<file path="src/hw/limit_alert_regs.svh">
// Register offsets, field positions, reset values and timing counts of the limit and alert block
`ifndef LIMIT_ALERT_REGS_SVH
`define LIMIT_ALERT_REGS_SVH

// Register offsets
`define OFS_CONFIG_FIRST   8'h40
`define OFS_STATUS_FIRST   8'h41
`define OFS_STATUS_SECOND  8'h42
`define OFS_LIMIT_FIRST    8'h46
`define OFS_LIMIT_LAST     8'h5B
`define OFS_CONFIG_SECOND  8'h73
`define OFS_MASK_FIRST     8'h74
`define OFS_MASK_SECOND    8'h75
`define OFS_CONFIG_THIRD   8'h78
`define OFS_CONFIG_FOURTH  8'h7D
`define OFS_VALUE_BASE     8'h20
`define LIMIT_COUNT        22

// Limit byte indices relative to the first limit offset
`define LIM_IDX_PROCESSOR_SUPPLY_FLAG_LO    5'd0
`define LIM_IDX_VCC_LO     5'd2
`define LIM_IDX_R1T_LO     5'd8
`define LIM_IDX_LT_LO      5'd10
`define LIM_IDX_R2T_LO     5'd12
`define LIM_IDX_FAN_BASE   5'd14

// Field positions
`define BIT_START          0
`define BIT_AVG_OFF        4
`define BIT_ALERT_EN       0
`define BIT_SUMMARY        7
`define PIN9_FN_OVERTEMP_SIGNAL      2'b01
`define PIN9_FN_ALERT      2'b10

// Reset values
`define RST_CONFIG_FIRST   8'h01
`define RST_VOLT_LO        8'h00
`define RST_VOLT_HI        8'hFF
`define RST_TEMP_LO        8'h81
`define RST_TEMP_HI        8'h7F
`define RST_FAN_LIM        8'hFF

// Timing: full cycle times in ms, converted at the 100 MHz clock rate
`define CLK_PER_MS         100000
`define CYCLE_AVG_MS       146
`define CYCLE_FAST_MS      19
`define CYCLE_AVG_CLKS     (`CYCLE_AVG_MS * `CLK_PER_MS)
`define CYCLE_FAST_CLKS    (`CYCLE_FAST_MS * `CLK_PER_MS)
`define ANALOG_CHANNELS    5

`endif

</file>
<file path="src/hw/limit_alert_pkg.sv">
// Types shared by the limit and alert block
package limit_alert_pkg;

    // Sequencer states, Gray coded along idle -> start -> wait
    typedef enum logic [1:0] {
        ST_IDLE  = 2'b00,
        ST_START = 2'b01,
        ST_WAIT  = 2'b11
    } seq_state_t;

    // Register port request from the serial bus engine
    typedef struct packed {
        logic [7:0] addr;
        logic [7:0] wdata;
        logic       wr;
        logic       rd;
    } reg_req_t;

    // Flags that come from outside the comparison logic
    typedef struct packed {
        logic [1:0] diode_fault;
        logic       overtemp_event;
        logic       overtemp_signal_timer_over;
    } ext_flags_t;

endpackage : limit_alert_pkg

</file>
<file path="src/hw/limit_compare_alert_status.sv">
// Conversion sequencer, limit comparison, sticky status and alert output of the monitor
`include "limit_alert_regs.svh"
`timescale 1ns/100ps
`default_nettype none

module limit_compare_alert_status #(
    parameter int CYCLE_AVG_CLKS  = `CYCLE_AVG_CLKS,
    parameter int CYCLE_FAST_CLKS = `CYCLE_FAST_CLKS,
    parameter int NUM_FANS        = 4
) (
    input  wire logic                       core_clk,
    input  wire logic                       rst_n,
    input  wire limit_alert_pkg::reg_req_t  reg_req,
    output logic [7:0]                      reg_rdata,
    input  wire logic [7:0]                 conv_result,
    input  wire logic                       conv_done,
    output logic                            conv_start,
    output logic [2:0]                      conv_chan,
    input  wire logic [NUM_FANS-1:0][15:0]  fan_fan_speed_pulse,
    input  wire logic                       fan_manual,
    input  wire limit_alert_pkg::ext_flags_t ext_flags,
    output logic                            alert5_out,
    output logic                            alert5_oe,
    output logic                            alert9_out,
    output logic                            alert9_oe
);

    // Slot length per channel, a fifth of the full cycle
    localparam int SLOT_AVG  = CYCLE_AVG_CLKS / `ANALOG_CHANNELS;
    localparam int SLOT_FAST = CYCLE_FAST_CLKS / `ANALOG_CHANNELS;
    localparam logic [2:0] LAST_CHAN = 3'(`ANALOG_CHANNELS - 1);

    // ------------------------------------------------------------------
    // Configuration and limit storage
    // ------------------------------------------------------------------
    logic [7:0] cfg1_q, cfg1_d;            // Start bit lives here
    logic [7:0] cfg2_q, cfg2_d;            // Averaging off bit
    logic [7:0] cfg3_q, cfg3_d;            // Alert enable for pin 5
    logic [7:0] cfg4_q, cfg4_d;            // Pin 9 function select
    logic [7:0] mask1_q, mask1_d;          // Alert masks, first status
    logic [7:0] mask2_q, mask2_d;          // Alert masks, second status
    logic [7:0] lim_q [`LIMIT_COUNT];      // Limit bytes
    logic [7:0] lim_d [`LIMIT_COUNT];
    logic [7:0] value_q [`ANALOG_CHANNELS];  // Latest conversion results
    logic [7:0] value_d [`ANALOG_CHANNELS];
    logic [7:0] rdata_d;                   // Next read data
    logic [4:0] lim_idx;                   // Limit byte index of the access
    logic       is_lim;                    // Access falls in limit block

    // Reset value of each limit byte
    function automatic logic [7:0] lim_reset(input int idx);
        logic [7:0] r;
        r = 8'h00;
        if (idx >= `LIM_IDX_FAN_BASE) begin
            r = `RST_FAN_LIM;
        end else if (idx >= `LIM_IDX_R1T_LO) begin
            r = idx[0] ? `RST_TEMP_HI : `RST_TEMP_LO;
        end else begin
            r = idx[0] ? `RST_VOLT_HI : `RST_VOLT_LO;
        end
        return r;
    endfunction : lim_reset

    // ------------------------------------------------------------------
    // Comparisons
    // ------------------------------------------------------------------
    logic [4:0] lo_base [`ANALOG_CHANNELS];  // Low limit index per channel
    logic [`ANALOG_CHANNELS-1:0] ana_ool;    // Analog out-of-limit
    logic [NUM_FANS-1:0]         fan_ool;    // Fan too slow, flagged only while fan_manual is high

    assign lo_base[0] = `LIM_IDX_PROCESSOR_SUPPLY_FLAG_LO;
    assign lo_base[1] = `LIM_IDX_VCC_LO;
    assign lo_base[2] = `LIM_IDX_R1T_LO;
    assign lo_base[3] = `LIM_IDX_LT_LO;
    assign lo_base[4] = `LIM_IDX_R2T_LO;

    // window check per analog channel; temperatures are signed
    genvar g;
    generate
        for (g = 0; g < `ANALOG_CHANNELS; g++) begin : g_ana
            window_compare #(.W(8), .SIGNED(g >= 2), .HAS_LOW(1'b1)) u_cmp (
                .value        (value_q[g]),
                .lim_lo       (lim_q[lo_base[g]]),
                .lim_hi       (lim_q[5'(lo_base[g] + 5'd1)]),
                .out_of_limit (ana_ool[g])
            );
        end
        // fans: single limit, free of sequence
        for (g = 0; g < NUM_FANS; g++) begin : g_fan
            logic slow;
            window_compare #(.W(16), .SIGNED(1'b0), .HAS_LOW(1'b0)) u_cmp (
                .value        (fan_fan_speed_pulse[g]),
                .lim_lo       (16'h0000),
                .lim_hi       ({lim_q[`LIM_IDX_FAN_BASE + 2*g + 1],
                                lim_q[`LIM_IDX_FAN_BASE + 2*g]}),
                .out_of_limit (slow)
            );
            assign fan_ool[g] = slow & fan_manual;
        end
    endgenerate

    // ------------------------------------------------------------------
    // Register access
    // ------------------------------------------------------------------
    logic [7:0] stat1_q, stat1_d;          // First status, bit 7 derived
    logic [7:0] stat2_q, stat2_d;          // Second status
    logic [7:0] stat1_view;                // First status with summary

    always_comb begin
        stat1_view = stat1_q;
        stat1_view[`BIT_SUMMARY] = |stat2_q;
    end

    assign is_lim  = (reg_req.addr >= `OFS_LIMIT_FIRST) && (reg_req.addr <= `OFS_LIMIT_LAST);
    assign lim_idx = 5'(reg_req.addr - `OFS_LIMIT_FIRST);

    // Writes to configuration, mask and limit registers; read data mux
    always_comb begin
        cfg1_d  = cfg1_q;
        cfg2_d  = cfg2_q;
        cfg3_d  = cfg3_q;
        cfg4_d  = cfg4_q;
        mask1_d = mask1_q;
        mask2_d = mask2_q;
        lim_d   = lim_q;
        rdata_d = reg_rdata;
        // Write decode
        if (reg_req.wr) begin
            if (reg_req.addr == `OFS_CONFIG_FIRST) begin
                cfg1_d = reg_req.wdata;
            end else if (reg_req.addr == `OFS_CONFIG_SECOND) begin
                cfg2_d = reg_req.wdata;
            end else if (reg_req.addr == `OFS_MASK_FIRST) begin
                mask1_d = reg_req.wdata;
            end else if (reg_req.addr == `OFS_MASK_SECOND) begin
                mask2_d = reg_req.wdata;
            end else if (reg_req.addr == `OFS_CONFIG_THIRD) begin
                cfg3_d = reg_req.wdata;
            end else if (reg_req.addr == `OFS_CONFIG_FOURTH) begin
                cfg4_d = reg_req.wdata;
            end else if (is_lim) begin
                lim_d[lim_idx] = reg_req.wdata;
            end
        end
        // Read decode; unmapped addresses read zero
        if (reg_req.rd) begin
            if (reg_req.addr == `OFS_CONFIG_FIRST) begin
                rdata_d = cfg1_q;
            end else if (reg_req.addr == `OFS_STATUS_FIRST) begin
                rdata_d = stat1_view;
            end else if (reg_req.addr == `OFS_STATUS_SECOND) begin
                rdata_d = stat2_q;
            end else if (reg_req.addr == `OFS_CONFIG_SECOND) begin
                rdata_d = cfg2_q;
            end else if (reg_req.addr == `OFS_MASK_FIRST) begin
                rdata_d = mask1_q;
            end else if (reg_req.addr == `OFS_MASK_SECOND) begin
                rdata_d = mask2_q;
            end else if (reg_req.addr == `OFS_CONFIG_THIRD) begin
                rdata_d = cfg3_q;
            end else if (reg_req.addr == `OFS_CONFIG_FOURTH) begin
                rdata_d = cfg4_q;
            end else if (is_lim) begin
                rdata_d = lim_q[lim_idx];
            end else if ((reg_req.addr >= `OFS_VALUE_BASE) &&
                         (reg_req.addr < `OFS_VALUE_BASE + 8'(`ANALOG_CHANNELS))) begin
                rdata_d = value_q[3'(reg_req.addr - `OFS_VALUE_BASE)];
            end else begin
                rdata_d = 8'h00;
            end
        end
    end

    // Register bank storage
    always_ff @(posedge core_clk or negedge rst_n) begin
        if (!rst_n) begin
            // monitoring starts without a host write
            cfg1_q    <= `RST_CONFIG_FIRST;
            cfg2_q    <= 8'h00;
            cfg3_q    <= 8'h00;
            cfg4_q    <= 8'h00;
            mask1_q   <= 8'h00;
            mask2_q   <= 8'h00;
            reg_rdata <= 8'h00;
            for (int i = 0; i < `LIMIT_COUNT; i++) begin
                lim_q[i] <= lim_reset(i);
            end
        end else begin
            cfg1_q    <= cfg1_d;
            cfg2_q    <= cfg2_d;
            cfg3_q    <= cfg3_d;
            cfg4_q    <= cfg4_d;
            mask1_q   <= mask1_d;
            mask2_q   <= mask2_d;
            reg_rdata <= rdata_d;
            lim_q     <= lim_d;
        end
    end

    // ------------------------------------------------------------------
    // Round-robin conversion sequencer
    // ------------------------------------------------------------------
    limit_alert_pkg::seq_state_t st_q, st_d;   // Sequencer state
    logic [31:0] slot_q, slot_d;               // Slot cycle counter
    logic [2:0]  chan_q, chan_d;               // Channel in conversion
    logic        start_d;                      // Conversion start pulse
    logic [31:0] slot_len;                     // Current slot length

    assign slot_len = cfg2_q[`BIT_AVG_OFF] ? 32'(SLOT_FAST) : 32'(SLOT_AVG);

    // Sequencer next state; fans never enter this sequence
    always_comb begin
        st_d    = st_q;
        slot_d  = slot_q;
        chan_d  = chan_q;
        start_d = 1'b0;
        value_d = value_q;
        case (st_q)
            limit_alert_pkg::ST_IDLE: begin
                chan_d = 3'd0;
                if (cfg1_q[`BIT_START]) begin
                    st_d = limit_alert_pkg::ST_START;
                end
            end
            // Launch one channel conversion
            limit_alert_pkg::ST_START: begin
                start_d = 1'b1;
                slot_d  = 32'd1;
                st_d    = limit_alert_pkg::ST_WAIT;
            end
            // Wait out the slot, storing the result when it arrives
            limit_alert_pkg::ST_WAIT: begin
                slot_d = slot_q + 32'd1;
                if (slot_q >= slot_len - 32'd1) begin
                    if (chan_q == LAST_CHAN) begin
                        chan_d = 3'd0;
                        st_d = cfg1_q[`BIT_START] ? limit_alert_pkg::ST_START
                                                  : limit_alert_pkg::ST_IDLE;
                    end else begin
                        chan_d = chan_q + 3'd1;
                        st_d   = limit_alert_pkg::ST_START;
                    end
                end
            end
            default: begin
                st_d = limit_alert_pkg::ST_IDLE;
            end
        endcase
        // result stored as soon as conversion finishes
        if (conv_done && (st_q == limit_alert_pkg::ST_WAIT)) begin
            value_d[chan_q] = conv_result;
        end
    end

    // Sequencer and value registers
    always_ff @(posedge core_clk or negedge rst_n) begin
        if (!rst_n) begin
            st_q       <= limit_alert_pkg::ST_IDLE;
            slot_q     <= 32'd0;
            chan_q     <= 3'd0;
            conv_start <= 1'b0;
            conv_chan  <= 3'd0;
            for (int i = 0; i < `ANALOG_CHANNELS; i++) begin
                value_q[i] <= 8'h00;
            end
        end else begin
            st_q       <= st_d;
            slot_q     <= slot_d;
            chan_q     <= chan_d;
            conv_start <= start_d;
            // Channel output moves only together with its start pulse
            conv_chan  <= start_d ? chan_q : conv_chan;
            value_q    <= value_d;
        end
    end

    // ------------------------------------------------------------------
    // Sticky status and alert
    // ------------------------------------------------------------------
    logic [7:0] cond1, cond2;      // Live out-of-limit conditions
    logic       rd_stat1, rd_stat2;
    logic       alert_d;
    logic       pin9_alert;

    assign rd_stat1   = reg_req.rd && (reg_req.addr == `OFS_STATUS_FIRST);
    assign rd_stat2   = reg_req.rd && (reg_req.addr == `OFS_STATUS_SECOND);
    assign pin9_alert = (cfg4_q[1:0] == `PIN9_FN_ALERT);

    always_comb begin
        cond1 = 8'h00;
        cond1[6] = ana_ool[4];
        cond1[5] = ana_ool[3];
        cond1[4] = ana_ool[2];
        cond1[2] = ana_ool[1];
        cond1[1] = ana_ool[0];
        cond2 = 8'h00;
        cond2[7] = ext_flags.diode_fault[1];
        cond2[6] = ext_flags.diode_fault[0];
        cond2[5] = (cfg4_q[1:0] == `PIN9_FN_OVERTEMP_SIGNAL) ? ext_flags.overtemp_signal_timer_over
                                                   : fan_ool[3];
        cond2[4] = fan_ool[2];
        cond2[3] = fan_ool[1];
        cond2[2] = fan_ool[0];
        cond2[1] = ext_flags.overtemp_event;
    end

    // set wins; a read clears ended causes only
    always_comb begin
        stat1_d = cond1 | (rd_stat1 ? 8'h00 : stat1_q);
        stat2_d = cond2 | (rd_stat2 ? 8'h00 : stat2_q);
        // masks gate alert only, same positions
        alert_d = |((stat1_view & ~mask1_q) | (stat2_q & ~mask2_q));
    end

    // Status and alert pin registers
    always_ff @(posedge core_clk or negedge rst_n) begin
        if (!rst_n) begin
            stat1_q    <= 8'h00;
            stat2_q    <= 8'h00;
            alert5_out <= 1'b0;
            alert5_oe  <= 1'b0;
            alert9_out <= 1'b0;
            alert9_oe  <= 1'b0;
        end else begin
            stat1_q    <= stat1_d;
            stat2_q    <= stat2_d;
            alert5_out <= 1'b0;
            alert9_out <= 1'b0;
            // open-drain low on whichever pin is enabled
            alert5_oe  <= alert_d & cfg3_q[`BIT_ALERT_EN];
            alert9_oe  <= alert_d & pin9_alert;
        end
    end

endmodule : limit_compare_alert_status

`default_nettype wire

</file>
<file path="src/hw/window_compare.sv">
// Window comparator: high bound strictly above, low bound at or below
`timescale 1ns/100ps
`default_nettype none

module window_compare #(
    parameter int W       = 8,
    parameter bit SIGNED  = 1'b0,
    parameter bit HAS_LOW = 1'b1
) (
    input  wire logic [W-1:0] value,
    input  wire logic [W-1:0] lim_lo,
    input  wire logic [W-1:0] lim_hi,
    output logic              out_of_limit
);

    logic above;    // Value strictly greater than high bound
    logic below;    // Value at or below low bound

    always_comb begin
        if (SIGNED) begin
            above = $signed(value) > $signed(lim_hi);
            below = $signed(value) <= $signed(lim_lo);
        end else begin
            above = value > lim_hi;
            below = value <= lim_lo;
        end
        out_of_limit = above | (HAS_LOW & below);
    end

endmodule : window_compare

`default_nettype wire
</file>
<file path="config.mk">
export PLATFORM = sky130hd
export DESIGN_NAME = limit_compare_alert_status
export DESIGN_NICKNAME = d
export VERILOG_FILES = /design/src/hw/limit_alert_pkg.sv /design/src/hw/limit_compare_alert_status.sv /design/src/hw/window_compare.sv
export VERILOG_INCLUDE_DIRS = /design/src /design/src/hw
export SDC_FILE = /design/constraint.sdc
export NUM_CORES = 1
export LEC_CHECK = 0
export ABC_CLOCK_PERIOD_IN_PS = 2700
export BUFFER_PORTS_ARGS = -buffer_cell sky130_fd_sc_hd__buf_2
export CORE_AREA = 5 5 243 245
export DETAILED_ROUTE_END_ITERATION = 10
export DIE_AREA = 0 0 248 250
export PLACE_DENSITY = 0.58
export SETUP_SLACK_MARGIN = 0.1
export SYNTH_ARGS = -nofsm -noshare
export SYNTH_HDL_FRONTEND = slang
export SYNTH_SLANG_ARGS = --single-unit
</file>
<file path="constraint.sdc">
create_clock -name core_clk -period 2.7 [get_ports core_clk]
set_clock_uncertainty 0.2 [all_clocks]
set_input_delay 0.54 -clock core_clk [delete_from_list [all_inputs] [get_ports core_clk]]
set_output_delay 0.54 -clock core_clk [all_outputs]
set_load 0.02 [all_outputs]
</file>
* Word-level counts from Yosys, hierarchy flattened *
Index checks and enable logic that the tools add are counted.
W data, S select, Z words.

storage, ports and cells
  memories = 0
  output and inout bits = 16
  input port bits = 98
  flip-flop bits (word level) = 331
  memory bits (writable) = 0
  word-level logic and storage cells = 171
  ROM bits = 0
  bits in latches = 0

cells by class
  bitwise gates (word level) = 27
  multiply operators = 0
  eq/ne operators = 15
  shift operators = 0
  div/mod/pow operators = 0
  $lt $le $gt $ge = 24
  mux-type cells = 36
  add/subtract/negate cells = 5
  reduce and logical (&&, ||, !) cells = 21

operators with widths
  cell                     count
  $bwmux W176              1
  $mux W8                  18
  $eq A8 B7 Y1 const B     8
  $gt A16 B16 Y1           4
  $pmux W32 S2             1
  $bmux W8 S5              1
  $bwmux W40               1
  $demux W8 S5             1
  $gt A8 B8 Y1             5
  $le A8 B8 Y1             5
  $add A32 B1 Y32 const B  1
  $ge A32 B32 Y1           1
  $bmux W8 S3              1
  $demux W8 S3             1
  $sub A22 B1 Y23 const B  1
  $mux W22                 1
  $and A8 B8 Y8            2
  $not A8 Y8               2
  $or A8 B8 Y8             2
  $reduce_or A8 Y1         2
  $ge A4 B4 Y1 const B     2
  $ge A8 B6 Y1 const B     1
  $ge A8 B7 Y1 const B     1
  $le A8 B7 Y1 const B     1
  32 further kinds         64

* Logic depth before layout (Yosys ltp) *
  word-level depth = 15
  depth in mapped cells = 12

* Hierarchy *
A second synthesis with hierarchy kept.

unflattened totals
  cells, all modules = 1822
  area total of the unflattened synthesis = 19977.9 sq um

modules (own cells, without submodules)
  module                                instances  cells each  area an instance (sq um)
  limit_compare_alert_status            1          1310        16273.1
  window_compare at g_fan[0].u_cmp ...  4          56          406.6
  window_compare at g_ana[2].u_cmp ...  3          60          421.7
  window_compare at g_ana[0].u_cmp ...  2          54          406.6

* Least setup slack after synthesis *
OpenSTA, ideal clock, no wires.

  kind = input port to flip-flop
  start point = input reg_req[11] (netlist name)
  end point = register lim_q[24] (netlist name)
  arrival time = 2.791 ns
  stages = 8
  required time = 2.418 ns
  library setup time = 0.082 ns
  path slack = -0.373 ns
  cells stage by stage = buf_4 clkinv_1 clkbuf_1 ha_1 clkbuf_1 a21oi_1 nand2_1 mux2_2

between the ends
  word-level cells in the longest chain between the ends = 7
  elaborated cells between the ends (all ways) = 24

ends and longest elaborated chain
  what                                                                       line                               RTL
  start: declaration                                                         limit_compare_alert_status.sv:13   input wire limit_alert_pkg::reg_req_t reg_req,
  $sub A5 B3 Y5 (no line)                                                    -
  $not A5 Y6 (implied by the code)                                           limit_compare_alert_status.sv:142  lim_d[lim_idx] = reg_req.wdata;
  $ge A6 B6 Y1 (implied by the code) / $lt A6 B1 Y1 (equally long branches)  limit_compare_alert_status.sv:142
  $logic_and A1 B1 Y1 (implied by the code)                                  limit_compare_alert_status.sv:142
  $mux W8 (implied by the code)                                              limit_compare_alert_status.sv:142
  $demux W8 S5                                                               limit_compare_alert_status.sv:142
  $bwmux W176                                                                limit_compare_alert_status.sv:142
  end signal: indexed assignment                                             limit_compare_alert_status.sv:186  lim_q[i] <= lim_reset(i);
  end signal: assignment                                                     limit_compare_alert_status.sv:196  lim_q <= lim_d;
  end: declaration                                                           limit_compare_alert_status.sv:42   logic [7:0] lim_q [`LIMIT_COUNT];

Several ways; a longest one is shown, not always the timed one.
A chain may end at the register's enable or synchronous reset.

* Final worst setup path *
  start point = register cfg2_q[4]
  end point = register chan_q[0]

between the ends
  word-level cells in the longest chain between the ends = 5

ends and longest elaborated chain
  what                         line                               RTL
  start: declaration           limit_compare_alert_status.sv:37   logic [7:0] cfg2_q, cfg2_d;
  start signal: assignment     limit_compare_alert_status.sv:190  cfg2_q <= cfg2_d;
  $mux W22                     limit_compare_alert_status.sv:209  assign slot_len = cfg2_q[`BIT_AVG_OFF] ? 32'(SLOT_FAST) : 32'(SLOT_AVG);
  $sub A22 B1 Y23              limit_compare_alert_status.sv:234  if (slot_q >= slot_len - 32'd1) begin
  $ge A32 B32 Y1               limit_compare_alert_status.sv:234
  $ne A2 B2 Y1 (no line)       -
  $reduce_and A2 Y1 (no line)  -
  end signal: assignment       limit_compare_alert_status.sv:269  chan_q <= chan_d;
  end: declaration             limit_compare_alert_status.sv:205  logic [2:0] chan_q, chan_d;

Every way passes these cells.

==> results.py <==
metrics = {
    "cts": {
        "htree_num_levels": 2,
        "tritoncts": "done",
        "numCtsBuffers": 39,
        "clk_pin_slew_ns": 0.06,
        "clock_latency_late_sink_ns": 0.56,
        "clock-sinks": 327,
        "clk_path_buf_depth": 3,
        "clock-root-buffer": "clkbuf_16",
    },
    "min_path": {
        "hp-class": "input port to flip-flop",
        "hold-path-endpoint": "stat2_q[5]$_DFF_PN0_",
        "hold_path_startpoint": "ext_flags[0]",
        "hold_path_depth": 2,
    },
    "pwr": {
        "total_power_mw": 13.0,
        "power_leakage_nw": 10.4,
        "power_per_cell_area_mw_per_mm2": 556,
        "peakVddDrop_mv": 0.485,
    },
    "final_layout": {
        "fill_cells": 5492,
        "design_area_sq_mm": 0.0234,
        "area_delta_synth_final_pct": 19.4,
        "multi_input_comb_area_sq_mm": 0.0104,
        "final_core_occ": 0.411,
        "register_area_sq_mm": 0.00834,
        "nets": 2258,
        "proportion_of_layout_cells_with_a_drive_suffix_above_1": 0.378,
    },
    "critical_path": {
        "critical-path-top-delay-family": "compound AO/OA/AOI/OAI gates",
        "crit-reg2reg-launch": "cfg2_q[4]$_DFFE_PN0P_",
        "critical_path.max_fanout": 5,
        "ff2ff_path_depth": 10,
        "crit_path_cell_trace": "inv_1, ha_1, or2_2, a31oi_1, nor3_1, o21ai_1, o311ai_4, buf_4, o311a_1, o21ai_0",
        "critical-path-max-stage-delay_ns": 0.45,
        "cp-start-kind": "flip-flop",
        "worstSetupPathType": "flip-flop to flip-flop",
        "buffers_and_inverters_on_the_worst_path": 2,
        "crit_slowest_cell": "dfrtp_2",
        "timing.critical_path.required_ns": 2.98,
        "reg2reg_setup_slack_ns": 0.20,
        "timing.critical_path.arrival_ns": 2.78,
        "crit_path_end_kind": "flip-flop",
        "regToRegEndpoint": "chan_q[0]$_DFFE_PN0P_",
        "timing.critical_path.from": "cfg2_q[4]$_DFFE_PN0P_",
    },
    "timing": {
        "final_critical_path_setup_slack_ns": 0.198,
        "final.min_clock_period_ns": 2.50,
        "fmax_ghz": 0.400,
        "finalHoldViolations": 0,
        "rsz0062_at_grt": "false",
        "timing.final.max_slew_violations": 0,
        "timing.max_slew.rel_slack": 0.401,
        "max_slew.worst_pin.slew_ns": 0.899,
        "holdWs_ns": 0.0590,
        "min_period_over_period": 0.927,
        "report.final.setup_viol": 0,
    },
    "route": {
        "wirelength_um": 61600,
        "vias": 15200,
        "antenna_violating_nets_post_route": 0,
        "route.detailed.wl_per_inst_um": 22.0,
        "drt_first_pass_iters": 6,
        "drc": 0,
        "detail_route.vias_per_cell": 5.42,
        "detailedRoute.firstIterationViolations": 969,
    },
    "synth": {
        "synth.area.top_cells": "dfrtp_1, dfstp_2, mux2_2",
        "ys_seq_elements": 327,
        "synth-seq-area-share": 0.425,
        "yosys_warnings": 0,
        "post_synth.cell_area_avg_sq_um": 11.0,
        "synth_area_leader_cell": "dfrtp_1",
        "post_synth_instance_area_sq_mm": 0.0196,
        "yosys.cell_types.count": 74,
        "post_synth_inst_count": 1789,
        "synth_top_cell_area_share": 0.259,
        "ys_async_sr_fraction": 1.00,
        "postSynth.topFlopCell": "dfrtp_1",
        "number_of_enable_type_register_cells_in_the_synthesized_netlist": 0,
    },
    "floorplanning": {
        "start_util": 0.344,
        "floorplan.rows": 88,
        "die-area_sq_mm": 0.0620,
        "die_y_um": 250,
        "core_area_sq_mm": 0.0569,
        "floorplan.io_pins": 114,
        "floorplan.die.width_um": 248,
    },
    "global_route": {
        "grt.overflow.total": 0,
        "number_of_global_route_vias_before_repair": 15600,
        "grt.total_usage": 0.196,
        "maximum_number_of_pins_on_one_net_before_global_route_repair": 64,
        "global_route_wire_length_before_repair_um": 94500,
        "initial_antenna_violation_count": 3,
    },
    "placement": {
        "post_dp_cell_area_sq_mm": 0.0220,
        "finalWeightedCongestion": 0.909,
        "port_buffers": 111,
        "detailed_place_hpwl_um": 45600,
        "setup_slack_placement_ns": -0.271,
    },
    "flow_run": {
        "max-cap-violations": 0,
    },
    "outcome": {
        "outcome": "finished, final reports clean",
    },
}
==> what timing repair did <==
action | CTS | global route
resized for setup | 2 | 5
setup buffers | 0 | 3
hold endpoints to repair | 36 | 0
hold buffers | 4 | 0
endpoints found under the setup margin | 4 | 4
pin swaps | 0 | 3
==> layout by cell type, fill, tap and decap left out, drive strengths merged, types with 16 or more instances in the layout <==
master	netlist	layout
a21o	19	19
a21oi	81	81
a22oi	17	17
buf	33	239
clkbuf	37	55
dfrtp	203	203
dfstp	124	124
ha	156	156
inv	169	170
mux2	263	263
mux2i	16	16
mux4	41	41
nand2	114	114
nand3	39	39
nand4	37	37
nor2	90	90
nor2b	30	30
nor3	20	20
o211ai	19	19
o21a	30	30
o21ai	76	76
o22ai	20	20
xor2	17	17
==> routing by layer <==
| layer | GRT usage | share of wire |
|---|---|---|
| met5 | 0 | 0.00037 |
| met4 | 0.0591 | 0.031 |
| met2 | 0.314 | 0.47 |
| met3 | 0.0312 | 0.053 |
| met1 | 0.275 | 0.45 |
==> synth_stat cells, types with 3 or more instances <==
cell type	count
mux2_2	255
dfrtp_1	203
inv_1	169
ha_1	156
dfstp_2	124
nand2_1	104
nor2_1	88
a21oi_1	81
o21ai_0	76
mux4_2	41
nand3_1	39
clkbuf_1	36
nand4_1	36
nor2b_1	30
o21a_1	30
o22ai_1	20
a21o_1	19
o211ai_1	19
a22oi_1	17
xor2_1	17
mux2i_1	16
nor3_1	16
and3_1	14
o221ai_1	14
buf_1	13
buf_2	11
a31oi_1	10
nand2_2	10
buf_4	9
or3_1	9
mux2_1	8
nand2b_1	8
nor4_1	7
a221oi_1	6
and2_1	6
o31ai_1	6
xnor2_1	5
a211oi_1	4
and3b_1	4
nor4_2	4
clkinv_1	3
nand3b_1	3
o41ai_1	3
or2_2	3
==> registers in the layout, indices dropped and copies added (netlist names), 7 cells and up <==
register	count
cfg1_q	8
cfg2_q	8
cfg3_q	8
cfg4_q	8
lim_q	176
mask1_q	8
mask2_q	8
reg_rdata	8
slot_q	32
stat2_q	7
value_q	40
==> area by class of cell <==
| type | instances | area share |
|---|---|---|
| Multi-Input combinational cell | 1221 | 0.445 |
| Tap cell | 765 | 0.0409 |
| Clock buffer | 55 | 0.0494 |
| Clock inverter | 14 | 0.00604 |
| Antenna cell | 1 | 0.000107 |
| Sequential cell | 327 | 0.356 |
| Inverter | 172 | 0.0277 |
| Timing Repair Buffer | 243 | 0.0752 |
==> where the power goes <==
group          switching, mW  leakage, nW  total, mW  internal [mW]
registers              0.331         3.98       5.57           5.24
clock network           2.15        0.646       5.33           3.18
logic                   1.17         5.81       2.11          0.943
==> through the flow <==
stage                     setup TNS [ns]  std cells
after floorplan                        0       1790
after global placement            -15.92       2721
after detailed placement          -19.35       2721
after CTS                              0       2794
after global routing                   0       2797
final                                  0       2798
==> cell families after synthesis <==
group,Yosys count,share of synthesized area
xor+xnor,22,0.00983
flops,327,0.425
simple gates,398,0.104
other cells,1,0.000191
compound gates,323,0.106
mux,320,0.206
buf+inv,242,0.0488
fa+ha+maj,156,0.0996
==> worst reg2reg max path, cell delays in order (launching register included) <==
cell and delay [ns]:
dfrtp_2 0.45, inv_1 0.12, ha_1 0.21, or2_2 0.26
a31oi_1 0.17, nor3_1 0.07, o21ai_1 0.23, o311ai_4 0.19
buf_4 0.18, o311a_1 0.27, o21ai_0 0.07
==> worst max-delay path by stage <==
stage                               end  slack (ns)  cells after the start
2_1_floorplan      lim_q[8]$_DFFE_PN1P_        0.01                      7
3_3_place_gp   reg_rdata[5]$_DFFE_PN0P_       -0.24                      9
3_5_place_dp   reg_rdata[5]$_DFFE_PN0P_       -0.27                      9
4_1_cts           chan_q[0]$_DFFE_PN0P_        0.15                     10
5_1_grt           chan_q[0]$_DFFE_PN0P_        0.11                     10
6_report          chan_q[0]$_DFFE_PN0P_        0.20                     10
Note: power is estimated with default switching activity, not from simulation.
